File: src/tlic_pkg.sv
// Purpose: Constants and types for the two-level interrupt controller
// Assumes: APB byte addresses, registers of up to 10 bits in the low data bits
// Notes: Source index equals query order minus one
// Contract
// - Nine sources, each with its own high/low priority bit.
// - Request passes only with global enable bit 7 and source enable set.
// - Vectors: group A 0003, timer A 000B, timer B 001B.
// - Vectors: serial 0023, timer C 002B, converter 0033.
// - Vectors: pulse generator 0043, base tick 004B, group B 0053.
// - Only both pin groups and base tick wake from stop.
// - Timer A/B overflow sets flag; cleared by hardware on service.
// - Timer C flag set on overflow; only software clears it.
// - Serial rx/tx done flags set by hardware; only software clears.
// - Conversion start clears converter flag, completion sets it.
// - Pulse generator overflow sets flag; hardware clears on service.
// - Group A has 4 pins, group B 2; rise, fall or both.
// - High preempts low; equal or lower waits for return.
// - After return, one main instruction runs before next service.
// - Equal-priority simultaneous requests served in ascending query order.
// - Core finishes instruction, pushes counter, loads vector.
// - On return the core pops the counter and resumes.
// - Requests arriving during service stay pending, served later.
// - Main enable bits: conv 6, timer C 5, serial 4, B 3, A 1, group 0.
// - Main priority bits: conv 6, timer C 5, serial 4, timer B 3.
// - Main priority bits: timer A 1, group A 0; 1 is high.
// - Second enable/priority: group B 3, base tick 2, pulse 1.
// - Per-pin fall and rise arm bits; both set gives both edges.
// - Base tick flag cleared on service and by software.
package tlic_pkg;

  localparam int NSRC = 9;
  localparam int NFLAG = 10;

  // ***********************
  // Register byte offsets
  // ***********************
  localparam logic [7:0] OFS_IE = 8'ha8;
  localparam logic [7:0] OFS_IP = 8'hb8;
  localparam logic [7:0] OFS_IE2 = 8'hac;
  localparam logic [7:0] OFS_IP2 = 8'hbc;
  localparam logic [7:0] OFS_FALL = 8'hc0;
  localparam logic [7:0] OFS_RISE = 8'hc4;
  localparam logic [7:0] OFS_FLAG = 8'hc8;
  localparam logic [7:0] OFS_STAT = 8'hcc;
  localparam logic [7:0] RST_BYTE = 8'h00;

  // Bit positions in the enable and priority registers
  localparam int GIE_BIT = 7;
  localparam int CONV_BIT = 6;
  localparam int TC_BIT = 5;
  localparam int SER_BIT = 4;
  localparam int TB_BIT = 3;
  localparam int TA_BIT = 1;
  localparam int EXTA_BIT = 0;
  localparam int EXTB_BIT = 3;
  localparam int BT_BIT = 2;
  localparam int PG_BIT = 1;

  // Source indices
  localparam logic [3:0] SRC_EXTA = 4'h0;
  localparam logic [3:0] SRC_TA = 4'h1;
  localparam logic [3:0] SRC_TB = 4'h2;
  localparam logic [3:0] SRC_SER = 4'h3;
  localparam logic [3:0] SRC_TC = 4'h4;

  // Flag bits
  localparam int F_EXTA = 0;
  localparam int F_TA = 1;
  localparam int F_TB = 2;
  localparam int F_RX = 3;
  localparam int F_TX = 4;
  localparam int F_TC = 5;
  localparam int F_CV = 6;
  localparam int F_PG = 7;
  localparam int F_BT = 8;
  localparam int F_EXTB = 9;
  localparam logic [NFLAG-1:0] AUTO_CLR = 10'h387;
  localparam logic [NSRC-1:0] WAKE_MASK = 9'h181;

  localparam logic [15:0] VEC [NSRC] = '{16'h0003, 16'h000b,
    16'h001b, 16'h0023, 16'h002b, 16'h0033, 16'h0043, 16'h004b,
    16'h0053};

  typedef enum logic [1:0] {
    TLIC_RUN = 2'b01,
    TLIC_HOLD = 2'b10
  } tlic_state_t;

  typedef struct packed {
    logic timer_a_ovf;
    logic timer_b_ovf;
    logic timer_c_ovf;
    logic rx_done;
    logic tx_done;
    logic conv_start;
    logic conv_done;
    logic pulse_ovf;
    logic base_tick_ovf;
  } tlic_evt_t;

  typedef struct packed {
    logic req;
    logic [15:0] vector;
  } tlic_irq_t;

  // Flag bits that make up one source
  function automatic logic [NFLAG-1:0] src_flags(input logic [3:0] s);
    if (s < SRC_SER) begin
      src_flags = 10'h001 << s;
    end else if (s == SRC_SER) begin
      src_flags = 10'h018;
    end else begin
      src_flags = 10'h001 << (s + 4'h1);
    end
  endfunction

endpackage

File: src/tlic_top.sv
// Purpose: Two-level interrupt controller with APB register slave
// Assumes: Zero-wait APB; core pulses ack, return and instruction done
// Notes: Vector and request are registered; ack is taken only with req
//
// Our own choice: the APB slave port.
`timescale 1ns/10ps
`default_nettype none
module tlic_top #(
  parameter int NA = 4,
  parameter int NB = 2
) (
  input wire logic ref_clk,
  input wire logic rst,
  input wire logic psel,
  input wire logic penable,
  input wire logic pwrite,
  input wire logic [7:0] paddr,
  input wire logic [31:0] pwdata,
  output logic [31:0] prdata,
  output logic pready,
  output logic pslverr,
  input wire tlic_pkg::tlic_evt_t evt,
  input wire logic [NA-1:0] ext_a_pin,
  input wire logic [NB-1:0] ext_b_pin,
  output tlic_pkg::tlic_irq_t irq,
  input wire logic irq_ack,
  input wire logic return_from_interrupt,
  input wire logic instr_done,
  output logic wake
);

  localparam int NP = NA + NB;
  localparam int NS = tlic_pkg::NSRC;

  logic [7:0] ie;
  logic [7:0] ip;
  logic [7:0] ie2;
  logic [7:0] ip2;
  logic [NP-1:0] rising_edge_arm;
  logic [NP-1:0] falling_edge_arm;
  logic [tlic_pkg::NFLAG-1:0] flag;
  logic [tlic_pkg::NFLAG-1:0] next_flag;
  logic [tlic_pkg::NFLAG-1:0] set_vec;
  logic [NS-1:0] pend;
  logic [NS-1:0] en;
  logic [NS-1:0] prio;
  logic [NS-1:0] elig;
  logic [NS-1:0] hi_c;
  logic [NS-1:0] lo_c;
  logic [NS-1:0] cand;
  logic next_found;
  logic next_lvl;
  logic [3:0] next_sel;
  logic [3:0] sel_q;
  logic lvl_q;
  logic hi_act;
  logic lo_act;
  logic ack_take;
  tlic_pkg::tlic_state_t state;
  logic [NP-1:0] pins;
  logic [NP-1:0] s1;
  logic [NP-1:0] s2;
  logic [NP-1:0] s3;
  logic [NP-1:0] edg;
  logic wr;
  logic wr_flag;
  logic hit;
  logic [31:0] rd_data;

  // *****************************
  // APB slave
  // *****************************
  assign pready = 1'b1;
  assign wr = psel && penable && pwrite;
  assign wr_flag = wr && (paddr == tlic_pkg::OFS_FLAG);

  always_comb begin
    hit = 1'b1;
    rd_data = '0;
    unique case (paddr)
      tlic_pkg::OFS_IE: rd_data[7:0] = ie;
      tlic_pkg::OFS_IP: rd_data[7:0] = ip;
      tlic_pkg::OFS_IE2: rd_data[7:0] = ie2;
      tlic_pkg::OFS_IP2: rd_data[7:0] = ip2;
      tlic_pkg::OFS_FALL: rd_data[NP-1:0] = falling_edge_arm;
      tlic_pkg::OFS_RISE: rd_data[NP-1:0] = rising_edge_arm;
      tlic_pkg::OFS_FLAG: rd_data[tlic_pkg::NFLAG-1:0] = flag;
      tlic_pkg::OFS_STAT: rd_data[7:0] = {state == tlic_pkg::TLIC_HOLD,
        hi_act, lo_act, irq.req, sel_q};
      default: hit = 1'b0;
    endcase
  end

  assign pslverr = psel && penable && !hit;

  // Read data is captured in the setup cycle so it is a flop output
  always_ff @(posedge ref_clk) begin
    if (rst) begin
      prdata <= '0;
    end else if (psel && !penable && !pwrite) begin
      prdata <= rd_data;
    end
  end

  // Reserved bits never store a one
  always_ff @(posedge ref_clk) begin
    if (rst) begin
      ie <= tlic_pkg::RST_BYTE;
      ip <= tlic_pkg::RST_BYTE;
      ie2 <= tlic_pkg::RST_BYTE;
      ip2 <= tlic_pkg::RST_BYTE;
      rising_edge_arm <= '0;
      falling_edge_arm <= '0;
    end else if (wr) begin
      unique case (paddr)
        tlic_pkg::OFS_IE: ie <= pwdata[7:0] & 8'hfb;
        tlic_pkg::OFS_IP: ip <= pwdata[7:0] & 8'h7b;
        tlic_pkg::OFS_IE2: ie2 <= pwdata[7:0] & 8'h0e;
        tlic_pkg::OFS_IP2: ip2 <= pwdata[7:0] & 8'h0e;
        tlic_pkg::OFS_FALL: falling_edge_arm <= pwdata[NP-1:0];
        tlic_pkg::OFS_RISE: rising_edge_arm <= pwdata[NP-1:0];
        default: ;
      endcase
    end
  end

  // *****************************
  // Pin synchronisers and edges
  // *****************************
  assign pins = {ext_b_pin, ext_a_pin};

  for (genvar g = 0; g < NP; g++) begin : g_pin
    always_ff @(posedge ref_clk) begin
      if (rst) begin
        s1[g] <= 1'b0;
        s2[g] <= 1'b0;
        s3[g] <= 1'b0;
      end else begin
        s1[g] <= pins[g];
        s2[g] <= s1[g];
        s3[g] <= s2[g];
      end
    end
    assign edg[g] = (rising_edge_arm[g] && s2[g] && !s3[g])
      || (falling_edge_arm[g] && !s2[g] && s3[g]);
  end

  // *****************************
  // Flags
  // *****************************
  always_comb begin
    set_vec = '0;
    set_vec[tlic_pkg::F_EXTA] = |edg[NA-1:0];
    set_vec[tlic_pkg::F_EXTB] = |edg[NP-1:NA];
    set_vec[tlic_pkg::F_TA] = evt.timer_a_ovf;
    set_vec[tlic_pkg::F_TB] = evt.timer_b_ovf;
    set_vec[tlic_pkg::F_TC] = evt.timer_c_ovf;
    set_vec[tlic_pkg::F_RX] = evt.rx_done;
    set_vec[tlic_pkg::F_TX] = evt.tx_done;
    set_vec[tlic_pkg::F_CV] = evt.conv_done;
    set_vec[tlic_pkg::F_PG] = evt.pulse_ovf;
    set_vec[tlic_pkg::F_BT] = evt.base_tick_ovf;
  end

  // Sets are applied last so an event in a clear cycle is kept
  always_comb begin
    next_flag = flag;
    if (wr_flag) begin
      next_flag = next_flag & ~pwdata[tlic_pkg::NFLAG-1:0];
    end
    if (ack_take) begin
      next_flag = next_flag
        & ~(tlic_pkg::src_flags(sel_q) & tlic_pkg::AUTO_CLR);
    end
    if (evt.conv_start) begin
      next_flag[tlic_pkg::F_CV] = 1'b0;
    end
    next_flag = next_flag | set_vec;
  end

  always_ff @(posedge ref_clk) begin
    if (rst) begin
      flag <= '0;
    end else begin
      flag <= next_flag;
    end
  end

  // *****************************
  // Gating and selection
  // *****************************
  always_comb begin
    en = {ie2[tlic_pkg::EXTB_BIT], ie2[tlic_pkg::BT_BIT],
      ie2[tlic_pkg::PG_BIT], ie[tlic_pkg::CONV_BIT], ie[tlic_pkg::TC_BIT],
      ie[tlic_pkg::SER_BIT], ie[tlic_pkg::TB_BIT], ie[tlic_pkg::TA_BIT],
      ie[tlic_pkg::EXTA_BIT]};
    prio = {ip2[tlic_pkg::EXTB_BIT], ip2[tlic_pkg::BT_BIT],
      ip2[tlic_pkg::PG_BIT], ip[tlic_pkg::CONV_BIT], ip[tlic_pkg::TC_BIT],
      ip[tlic_pkg::SER_BIT], ip[tlic_pkg::TB_BIT], ip[tlic_pkg::TA_BIT],
      ip[tlic_pkg::EXTA_BIT]};
    for (int i = 0; i < NS; i++) begin
      pend[i] = |(flag & tlic_pkg::src_flags(4'(i)));
    end
  end

  assign elig = pend & en & {NS{ie[tlic_pkg::GIE_BIT]}};
  assign hi_c = elig & prio;
  assign lo_c = elig & ~prio;

  // A running level blocks its own level and any lower one
  always_comb begin
    cand = '0;
    next_lvl = 1'b0;
    next_found = 1'b0;
    next_sel = '0;
    if (!hi_act && |hi_c) begin
      cand = hi_c;
      next_lvl = 1'b1;
    end else if (!hi_act && !lo_act) begin
      cand = lo_c;
    end
    for (int i = NS - 1; i >= 0; i--) begin
      if (cand[i]) begin
        next_found = 1'b1;
        next_sel = 4'(i);
      end
    end
  end

  assign ack_take = irq_ack && irq.req;

  always_ff @(posedge ref_clk) begin
    if (rst) begin
      irq <= '0;
      sel_q <= '0;
      lvl_q <= 1'b0;
    end else begin
      irq.req <= next_found && (state == tlic_pkg::TLIC_RUN)
        && !ack_take && !return_from_interrupt;
      irq.vector <= tlic_pkg::VEC[next_sel];
      sel_q <= next_sel;
      lvl_q <= next_lvl;
    end
  end

  // *****************************
  // In-service levels and return
  // *****************************
  always_ff @(posedge ref_clk) begin
    if (rst) begin
      hi_act <= 1'b0;
      lo_act <= 1'b0;
    end else if (ack_take) begin
      if (lvl_q) begin
        hi_act <= 1'b1;
      end else begin
        lo_act <= 1'b1;
      end
    end else if (return_from_interrupt) begin
      if (hi_act) begin
        hi_act <= 1'b0;
      end else begin
        lo_act <= 1'b0;
      end
    end
  end

  // One main instruction must retire before the next service
  always_ff @(posedge ref_clk) begin
    if (rst) begin
      state <= tlic_pkg::TLIC_RUN;
    end else begin
      unique case (state)
        tlic_pkg::TLIC_RUN: begin
          if (return_from_interrupt) begin
            state <= tlic_pkg::TLIC_HOLD;
          end
        end
        tlic_pkg::TLIC_HOLD: begin
          if (instr_done) begin
            state <= tlic_pkg::TLIC_RUN;
          end
        end
        default: state <= tlic_pkg::TLIC_RUN;
      endcase
    end
  end

  // Stop-mode wake ignores the in-service levels on purpose
  always_ff @(posedge ref_clk) begin
    if (rst) begin
      wake <= 1'b0;
    end else begin
      wake <= |(elig & tlic_pkg::WAKE_MASK);
    end
  end
endmodule // tlic_top
`default_nettype wire
File: config.mk
export PLATFORM = sky130hd
export DESIGN_NAME = tlic_top
export DESIGN_NICKNAME = d
export VERILOG_FILES = /design/src/tlic_pkg.sv /design/src/tlic_top.sv
export SDC_FILE = /design/constraint.sdc
export NUM_CORES = 1
export LEC_CHECK = 0
export BUFFER_PORTS_ARGS = -buffer_cell sky130_fd_sc_hd__buf_2
export CORE_MARGIN = 2
export CORE_UTILIZATION = 40
export DETAILED_ROUTE_END_ITERATION = 16
export GPL_TIMING_DRIVEN = 0
export MAX_ROUTING_LAYER = met4
export PLACE_DENSITY = 0.69
export SLEW_MARGIN = 15
export SYNTH_ARGS = -nofsm -noshare
export SYNTH_HDL_FRONTEND = slang
export SYNTH_SLANG_ARGS = --single-unit
File: constraint.sdc
create_clock -name ref_clk -period 2.85 [get_ports ref_clk]
set_input_delay 0.1425 -clock ref_clk [delete_from_list [all_inputs] [get_ports ref_clk]]
set_output_delay 0.1425 -clock ref_clk [all_outputs]
set_load 0.05 [all_outputs]
### Yosys cells after proc, flatten, opt, wreduce, memory -nomap -nowiden

Memories as Yosys holds them, arrays and structs flattened. A register that Yosys moved wholly into a read port is not among the register bits.
Index checks and enable logic that the tools add are counted.

| word-level totals | value |
|---|---|
| flip-flop bits (word level) | 80 |
| bits in latches | 0 |
| bits in writable memories | 0 |
| ROM bits | 256 |
| input bits | 63 |
| output and inout bits | 52 |
| logic and storage cells | 183 |
| memories | 1 |

| operators by class | value |
|---|---|
| $add $sub $neg | 1 |
| $mul | 0 |
| divide/modulo/power cells | 0 |
| magnitude comparators | 1 |
| eq/ne operators | 16 |
| shift-type cells | 2 |
| muxes and demuxes | 41 |
| bitwise logic cells | 11 |
| reduce and logical (&&, ||, !) cells | 77 |

Memories:

| name | depth | width | read ports | clocked after Yosys merged registers in | wr ports | RTL line | RTL |
|---|---|---|---|---|---|---|---|
| (no name shown) | 16 | 16 | 1 | 1 | 0 | tlic_top.sv:240 | `irq.vector <= tlic_pkg::VEC[next_sel];` |

Operators by type and width:

| operator | number |
|---|---|
| equality test 8 bit, second input constant | 8 |
| 2-to-1 mux 10 bit | 5 |
| case mux 6 bit (8 select lines) | 1 |
| AND 9 bit | 4 |
| logical AND 1 bit | 36 |
| 2-to-1 mux 4 bit | 9 |
| AND 10 bit | 2 |
| inverter 10 bit | 2 |
| << shifter 1 x 4 -> 10 bit, first input constant | 2 |
| logical NOT 1 bit | 19 |
| 2-to-1 mux 1 bit | 19 |
| 2-to-1 mux 9 bit | 2 |
| AND reduction 2 bit | 8 |
| bitwise OR 10 bit | 1 |
| inverter 9 bit | 1 |
| OR reduction 9 bit | 1 |
| inequality test 2 bit, second input constant | 4 |
| case mux 2 bit (4 select lines) | 1 |
| OR reduction 8 bit | 1 |
| logical OR 1 bit | 6 |
| 2-to-1 mux 2 bit | 3 |
| inverter 4 -> 5 bit | 1 |
| adder 4 x 1 -> 4 bit, second input constant | 1 |
| equality test 4 x 2 -> 1 bit, second input constant | 1 |
| other kinds (10) | 11 |

### Logic depth before layout (Yosys ltp)

Gate-level depths: netlist of run 1.

| depth | value |
|---|---|
| word-level depth | 19 |
| gate-level depth with buffers | 11 |
| gate-level depth less buffers | 9 |

### Worst setup path after synthesis of run 1

OpenSTA, ideal clock, no wires.

| timing | value |
|---|---|
| kind | register to register |
| start | reg flag[0] (netlist name) |
| end | reg irq[3] (netlist name) |
| library setup time | 0.134 ns |
| arrival time | 2.194 ns |
| required time | 2.716 ns |
| path slack | 0.522 ns |
| stages on the path, launching flop included | 10 |
| path buffers | 0 |
| clock period less this slack | 2.328 ns |
| cells stage by stage | dfxtp_1 -> and3_1 -> nor4_4 -> nand4_2 -> o21ai_0 -> o221ai_1 -> a21o_1 -> ha_1 -> a311oi_1 -> a211oi_2 |

| on the way | value |
|---|---|
| word-level cells in the longest chain between the ends | 16 |
| elaborated cells between the ends (all ways) | 18 |
| those cells by class | mux (11); bitwise (5); reduce/logical (2) |

RTL lines:

| element | RTL line | RTL |
|---|---|---|
| start: declaration | tlic_top.sv:41 | `logic [tlic_pkg::NFLAG-1:0] flag;` |
| start signal: assignment | tlic_top.sv:185 | `flag <= next_flag;` |
| AND 9 bit * (2 in series) | tlic_top.sv:206 | `assign elig = pend & en & {NS{ie[tlic_pkg::GIE_BIT]}};` |
| AND 9 bit | tlic_top.sv:207 | `assign hi_c = elig & prio;` |
| OR reduction 9 bit | tlic_top.sv:216 | `if (!hi_act && \|hi_c) begin` |
| logical AND 1 bit | tlic_top.sv:216 |  |
| 2-to-1 mux 9 bit * | tlic_top.sv:216 |  |
| 2-to-1 mux 4 bit (8 in series) | tlic_top.sv:223 | `if (cand[i]) begin` |
| 2-to-1 mux 4 bit * | tlic_top.sv:223 |  |
| inverter 4 -> 5 bit (not written as such) * | tlic_top.sv:240 |  |

Every way passes the cells marked *; elsewhere a longest branch is shown, timed or not.
A chain may end at the register's enable or synchronous reset.

### Worst setup path in the final report of run 1

| timing | value |
|---|---|
| start | reg flag[0] (netlist name) |
| end | reg irq[3] (netlist name) |

| on the way | value |
|---|---|
| word-level cells in the longest chain between the ends | 16 |
| elaborated cells between the ends (all ways) | 18 |
| those cells by class | mux (11); bitwise (5); reduce/logical (2) |

RTL lines:

| element | RTL line |
|---|---|
| AND 9 bit * (2 in series) | tlic_top.sv:206 |
| AND 9 bit | tlic_top.sv:207 |
| OR reduction 9 bit | tlic_top.sv:216 |
| logical AND 1 bit | tlic_top.sv:216 |
| 2-to-1 mux 9 bit * | tlic_top.sv:216 |
| 2-to-1 mux 4 bit (8 in series) | tlic_top.sv:223 |
| 2-to-1 mux 4 bit * | tlic_top.sv:223 |
| inverter 4 -> 5 bit (not written as such) * | tlic_top.sv:240 |

Marked as above.

==> results of run 1 <==
-- critical path, cell delays in order (launching register included) --
cell      delay (ns)
dfxtp_1         0.36
and3_1          0.26
nor4_4          0.37
nand4_2         0.22
o21ai_1         0.19
o221ai_1        0.23
a21o_1          0.24
ha_1            0.33
a311oi_2        0.22
a211oi_2        0.07
-- state kept, by name (all words and copies together), names as in the netlist, 2 cells and up --
| signal | cells |
|---|---|
| prdata | 10 |
| s1 | 6 |
| flag | 10 |
| ip | 6 |
| ie | 7 |
| irq | 6 |
| s3 | 6 |
| ie2 | 3 |
| s2 | 6 |
| state | 2 |
| ip2 | 3 |
| rising_edge_arm | 6 |
| falling_edge_arm | 6 |
| sel_q | 4 |
-- area by class of cell --
class,instances,area share [%]
Tap cell,140,3.31
Clock inverter,6,1.35
Clock buffer,10,2.41
Buffer,57,6.68
Timing Repair Buffer,71,7.88
Sequential cell,85,32.1
Multi-Input combinational cell,396,45.6
Inverter,9,0.637
-- stage by stage --
step / area [µm²] / utilization (%) / power (mW) / hold slack, ns / setup WS [ns]
final: 5300 / 49.3 / 2.39 / -0.00622 / 0.238
after global placement: 4960 / 46.1 / 1.52 / 0.350 / 0.143
after detailed placement: 4960 / 46.1 / 1.52 / 0.354 / 0.104
after CTS: 5270 / 49.0 / 2.38 / 0.000564 / 0.0891
after global routing: 5300 / 49.3 / 2.47 / 0.0184 / 0.0581
after floorplan: 4490 / - / 1.45 / 0.260 / 0.522
-- layer usage --
metal  vias up  share of wire, %  track usage [%]
met3        46               6.2             4.76
met1      1974                42             27.1
met4         0               4.0             9.71
met2       159                48             37.5
met5         -                 0                -
li1       2002                 -                -
-- cell usage in the layout (no fill, tap or decap), types with 6 or more instances in the layout --
cell type      Yosys  layout
a31oi_1            6       6
a21oi_1           37      37
buf_4             35      36
dlygate4sd3_1      0      12
conb_1             2      33
clkbuf_1          14      15
inv_1              9       9
nand2_1           48      48
a22oi_1           13      13
clkbuf_8           0       9
nand3_1           18      18
buf_2              7      65
o21ai_0           16      15
nor2_1            62      61
and3_1             6       6
nand3b_1           8       8
nor2b_1           22      22
mux2i_1           25      25
dfxtp_1           85      85
nor3_1             9       9
-- cells by family after synthesis --
kind of cell	Yosys count	synth area share, %
mux	30	7.01
other cells	2	0.172
fa+ha+maj	4	1.14
buf+inv	66	8.86
flops	85	38.9
compound gates	115	17.8
simple gates	213	25.9
xor+xnor	1	0.200
-- power by group through the flow --
stage               logic [mW]  registers (mW)  clock network (mW)
floorplan                0.199            1.25                   0
global placement         0.265            1.25                   0
detailed placement       0.268            1.25                   0
CTS                      0.280            1.22               0.878
global route             0.302            1.23               0.935
finish                   0.283            1.23               0.876
-- timing repair --
item	CTS	global route
hold buffers	11	1
setup endpoints to repair	0	1
endpoints found under the hold margin	11	1
resized for setup	0	4
buffers inserted	0	1
-- final timing paths --
kind,end,slack (ns),depth (start not counted)
min reg2reg,s2[0]$_SDFF_PP0_,0.44,1
min,s1[4]$_SDFF_PP0_,-0.006,2
max,irq[3]$_SDFF_PP0_,0.24,9
max reg2reg,irq[3]$_SDFF_PP0_,0.24,9
==> out/metrics.yaml, run 1 <==
r2r_start: "flag[0]$_SDFF_PP0_"
ys_seq_area_share_pct: 38.9
ys_top_cells_by_area: "dfxtp_1 39%, buf_4 6.0%, mux2i_1 5.7%"
fillers: 1055
num_antenna_cells: 0
setup_tns_ns: 0
clkLatencyLatePin_ns: 0.38
multi_input_area_um2: 2420
p_switching_mw: 0.676
async_flop_share_pct: 0
report.final.hold_viol_count: 1
synth_top_area_cell: "dfxtp_1"
tightest_slew_ns: 1.01
power_leakage_nw: 2.21
swShare_pct: 28.3
initial_core_util_pct: 40.7
syn_area_per_cell_um2: 8.48
crit_path_end_kind: "register"
p_seq_share_pct: 51.4
violations: "negative hold slack"
max_freq_mhz: 383
setup_violations: 0
slew_viol_final: 0
hold_ws_ns: -0.00622
grt_overflow: 0
syn2layout_area_growth_pct: 21.1
comb_power_share_pct: 11.9
internal_power_mw: 1.71
fin_skew_ns: 0.0221
antenna_found_initial: 0
drtIter0Drc: 323
ys_seq_elements: 85
grt_first_pass_wirelength_um: 20000
cp_data_required_time_ns: 3.09
peakVddDrop_v: 0.000277
layout_min_cycle_time_ns: 2.61
clk_pin_slew_ns: 0.09
grt_max_degree: 16
cp_max_fo: 5
synth_most_common_cell: "dfxtp_1"
crit_path_start_kind: "register"
synthTopCellsByCount: "85 x dfxtp_1, 62 x nor2_1, 48 x nand2_1"
post_drt_wl_per_cell_um: 16.4
rsz0062_at_grt: "false"
synth_top_area_share_pct: 38.9
yosys_warnings: 0
route.final.wire_length_um: 12700
drive_above_1_share_pct: 22.2
via_per_inst: 5.40
detail-route-antenna-nets: 0
critPathKind: "reg -> reg"
hold_start: "ext_b_pin[0]"
via_count: 4181
slew_headroom_pct: 31.9
clkPwrFrac_pct: 36.7
cts_tree: "done"
place_congestion: 0.945
dp_hpwl_um: 9670
drc: 0
synth_top_flop_cell: "dfxtp_1"
ys_types: 64
synthesis.instances: 516
outcome: "complete, but fails checks"
root_buffer: "clkbuf_8"
synth-edff-count: 0
min_path_type: "in -> reg"
h-tree-depth: 3
powerDensity_nw_per_um2: 450
numPortBuffers: 58
startpoint: "flag[0]$_SDFF_PP0_"
crit_arrival_ns: 2.85
syn-cell-area_um2: 4380
die_w_um: 109
drv_cap: 0
num_io_pins: 115
min_period_over_period_pct: 91.6
dpl.cell_count: 745
grt_use_total_pct: 22.9
final_cells: 774
die-area_um2: 11800
layout.nets: 696
die_h_um: 109
rows: 38
coreArea_um2: 10700
dr.pass1.iters: 6
grt_pass1_vias: 3897
numCtsBuffers: 9
cts_sinks: 85
ff_latch_area_um2: 1700
cts_buffer_depth: 2
No activity file was read; power rests on OpenSTA's default activity.
==> run 2, diff against run 1 <==
--- a/config.mk
+++ b/config.mk
@@ -11,7 +11,7 @@
 export DETAILED_ROUTE_END_ITERATION = 16
 export GPL_TIMING_DRIVEN = 0
 export MAX_ROUTING_LAYER = met4
-export PLACE_DENSITY = 0.69
+export PLACE_DENSITY = 0.72
 export SLEW_MARGIN = 15
 export SYNTH_ARGS = -nofsm -noshare
 export SYNTH_HDL_FRONTEND = slang
==> constraint.sdc (replaced) <==
create_clock -name ref_clk -period 2.4 [get_ports ref_clk]
set_input_delay 0.12 -clock ref_clk [delete_from_list [all_inputs] [get_ports ref_clk]]
set_output_delay 0.12 -clock ref_clk [all_outputs]
set_load 0.05 [all_outputs]
==> out/metrics.yaml, run 2 (same netlist as run 1, synthesis figures left out) <==
via_count: 4228
antenna_found_initial: 0
numPortBuffers: 58
report.final.hold_viol_count: 1
layout_min_cycle_time_ns: 2.36
highest_layer: "met4"
p_seq_share_pct: 51.2
post_drt_wl_per_cell_um: 16.8
power_leakage_nw: 2.26
r2r-end: "irq[3]$_SDFF_PP0_"
drv_cap: 0
die-area_um2: 11800
numCtsBuffers: 9
r2r_setup_slack_ns: 0.04
tightest_slew_ns: 0.920
cts_sinks: 85
clkLatencyLatePin_ns: 0.36
wl_met1_um: 5350
outcome: "complete, but fails checks"
dp_hpwl_um: 9650
syn2layout_area_growth_pct: 24.8
grt_first_pass_wirelength_um: 20300
dr.pass1.iters: 6
final_cell_mix: "79 x dfxtp_1, 65 x buf_2, 60 x nor2_1"
hold_start: "evt[8]"
crit_path_start_kind: "register"
slew_viol_final: 0
r2r_start: "ip[6]$_SDFFE_PP0P_"
cts_buffer_depth: 2
initial_core_util_pct: 40.7
comb_power_share_pct: 11.9
cp_data_required_time_ns: 2.63
critPathKind: "reg -> reg"
clkPwrFrac_pct: 37.0
reg2reg_depth: 10
peakVddDrop_v: 0.000387
drc: 0
wl_met3_um: 860
hold_path_depth: 3
route.final.wire_length_um: 13100
h-tree-depth: 3
place_congestion: 0.909
grt_use_total_pct: 23.4
clk_pin_slew_ns: 0.09
min_period_over_period_pct: 98.5
cp_max_fo: 5
grt_overflow: 0
layout_commonest_cell: "dfxtp_1"
dr_wl_met2_um: 6510
min_path_type: "in -> reg"
dp_slack_ns: -0.283
rows: 38
die_w_um: 109
fin_skew_ns: 0.00731
reg.largest.list: "flag x10, prdata x10, ie x7"
crit_path_end_kind: "register"
die_h_um: 109
p_switching_mw: 0.791
num_io_pins: 115
drive_above_1_share_pct: 26.2
hold_ws_ns: -0.00217
grt_max_degree: 15
root_buffer: "clkbuf_8"
powerDensity_nw_per_um2: 521
p_total_mw: 2.85
max_freq_mhz: 423
cts_tree: "done"
slew_headroom_pct: 38.2
violations: "negative hold slack"
rsz0062_at_grt: "true"
min_to: "flag[1]$_SDFF_PP0_"
swShare_pct: 27.8
crit_arrival_ns: 2.59
num_antenna_cells: 0
drtIter0Drc: 428
layout.nets: 704
detail-route-antenna-nets: 0
setup_violations: 0
internal_power_mw: 2.05
grt_pass1_vias: 3937
coreArea_um2: 10700
via_per_inst: 5.41
fin_ws_ns: 0.0362
==> run 2: cell count changes in the layout (fill, tap and decap cells not counted), moves of 2 or more <==
cell	delta
buf_4	+7
dfxtp_1	-6
o221ai_1	-2
and3_1	-2
clkinvlp_4	-2
a21oi_1	-2
a21oi_2	+2
o221ai_2	+2
dfxtp_2	+5
==> run 2: worst max-delay path by stage <==
stage                     cells past startpoint               start           endpoint
final                                        10  ip[6]$_SDFFE_PP0P_  irq[3]$_SDFF_PP0_
after global routing                         10  ie[7]$_SDFFE_PP0P_  irq[3]$_SDFF_PP0_
after CTS                                    10  flag[0]$_SDFF_PP0_  irq[3]$_SDFF_PP0_
after detailed placement                      9  flag[0]$_SDFF_PP0_  irq[3]$_SDFF_PP0_
after global placement                        9  flag[0]$_SDFF_PP0_  irq[3]$_SDFF_PP0_
after floorplan                               9  flag[0]$_SDFF_PP0_  irq[3]$_SDFF_PP0_
==> run 2: power groups by stage <==
stage	Combinational, mW	Sequential [mW]	Clock (mW)
final	0.337	1.46	1.05
after global placement	0.315	1.49	0
after detailed placement	0.319	1.49	0
after global routing	0.360	1.46	1.11
after CTS	0.334	1.45	1.05
after floorplan	0.236	1.48	0
==> run 2: per-layer routing <==
layer | GRT usage [%] | vias up
met1 | 28.1 | 1985
met3 | 3.07 | 39
met4 | 10.2 | 0
met2 | 39.3 | 183
li1 | - | 2021
met5 | - | -
==> run 2: through the flow <==
| step | cell area, µm² | setup TNS (ns) | util, % | cells |
|---|---|---|---|---|
| 2_1_floorplan | 4490 | 0 | - | 547 |
| 3_3_place_gp | 4960 | -0.447 | 46.1 | 745 |
| 3_5_place_dp | 4960 | -0.390 | 46.1 | 745 |
| 4_1_cts | 5360 | 0 | 49.9 | 778 |
| 5_1_grt | 5460 | -0.0557 | 50.8 | 782 |
| 6_report | 5460 | 0 | 50.8 | 782 |
==> run 2: cell type report <==
type / count / area (µm²)
sequential: 85 / 1710
fill: 1033 / 5280
clock inverter: 5 / 58.8
inverter: 9 / 33.8
tap: 140 / 175
multi-input combinational: 396 / 2500
clock buffer: 11 / 141
timing repair buffer: 79 / 482
buffer: 57 / 354
==> run 2: worst max-delay path, cell delays in order (launching register included) <==
cell and delay [ns]:
dfxtp_1 0.37, and3_1 0.24, nor4_4 0.30, buf_4 0.19, nand3_2 0.06, a21o_1 0.18, a211o_1 0.27, nand2_2 0.11
ha_4 0.21, a311oi_2 0.25, a211oi_2 0.07
==> run 2: what timing repair did <==
item | CTS | global route
gates resized for setup | 10 | 21
endpoints found under the setup margin | 3 | 1
pin swaps | 5 | 6
setup buffers | 5 | 4
hold buffers | 12 | 0
hold endpoints to repair | 12 | 0
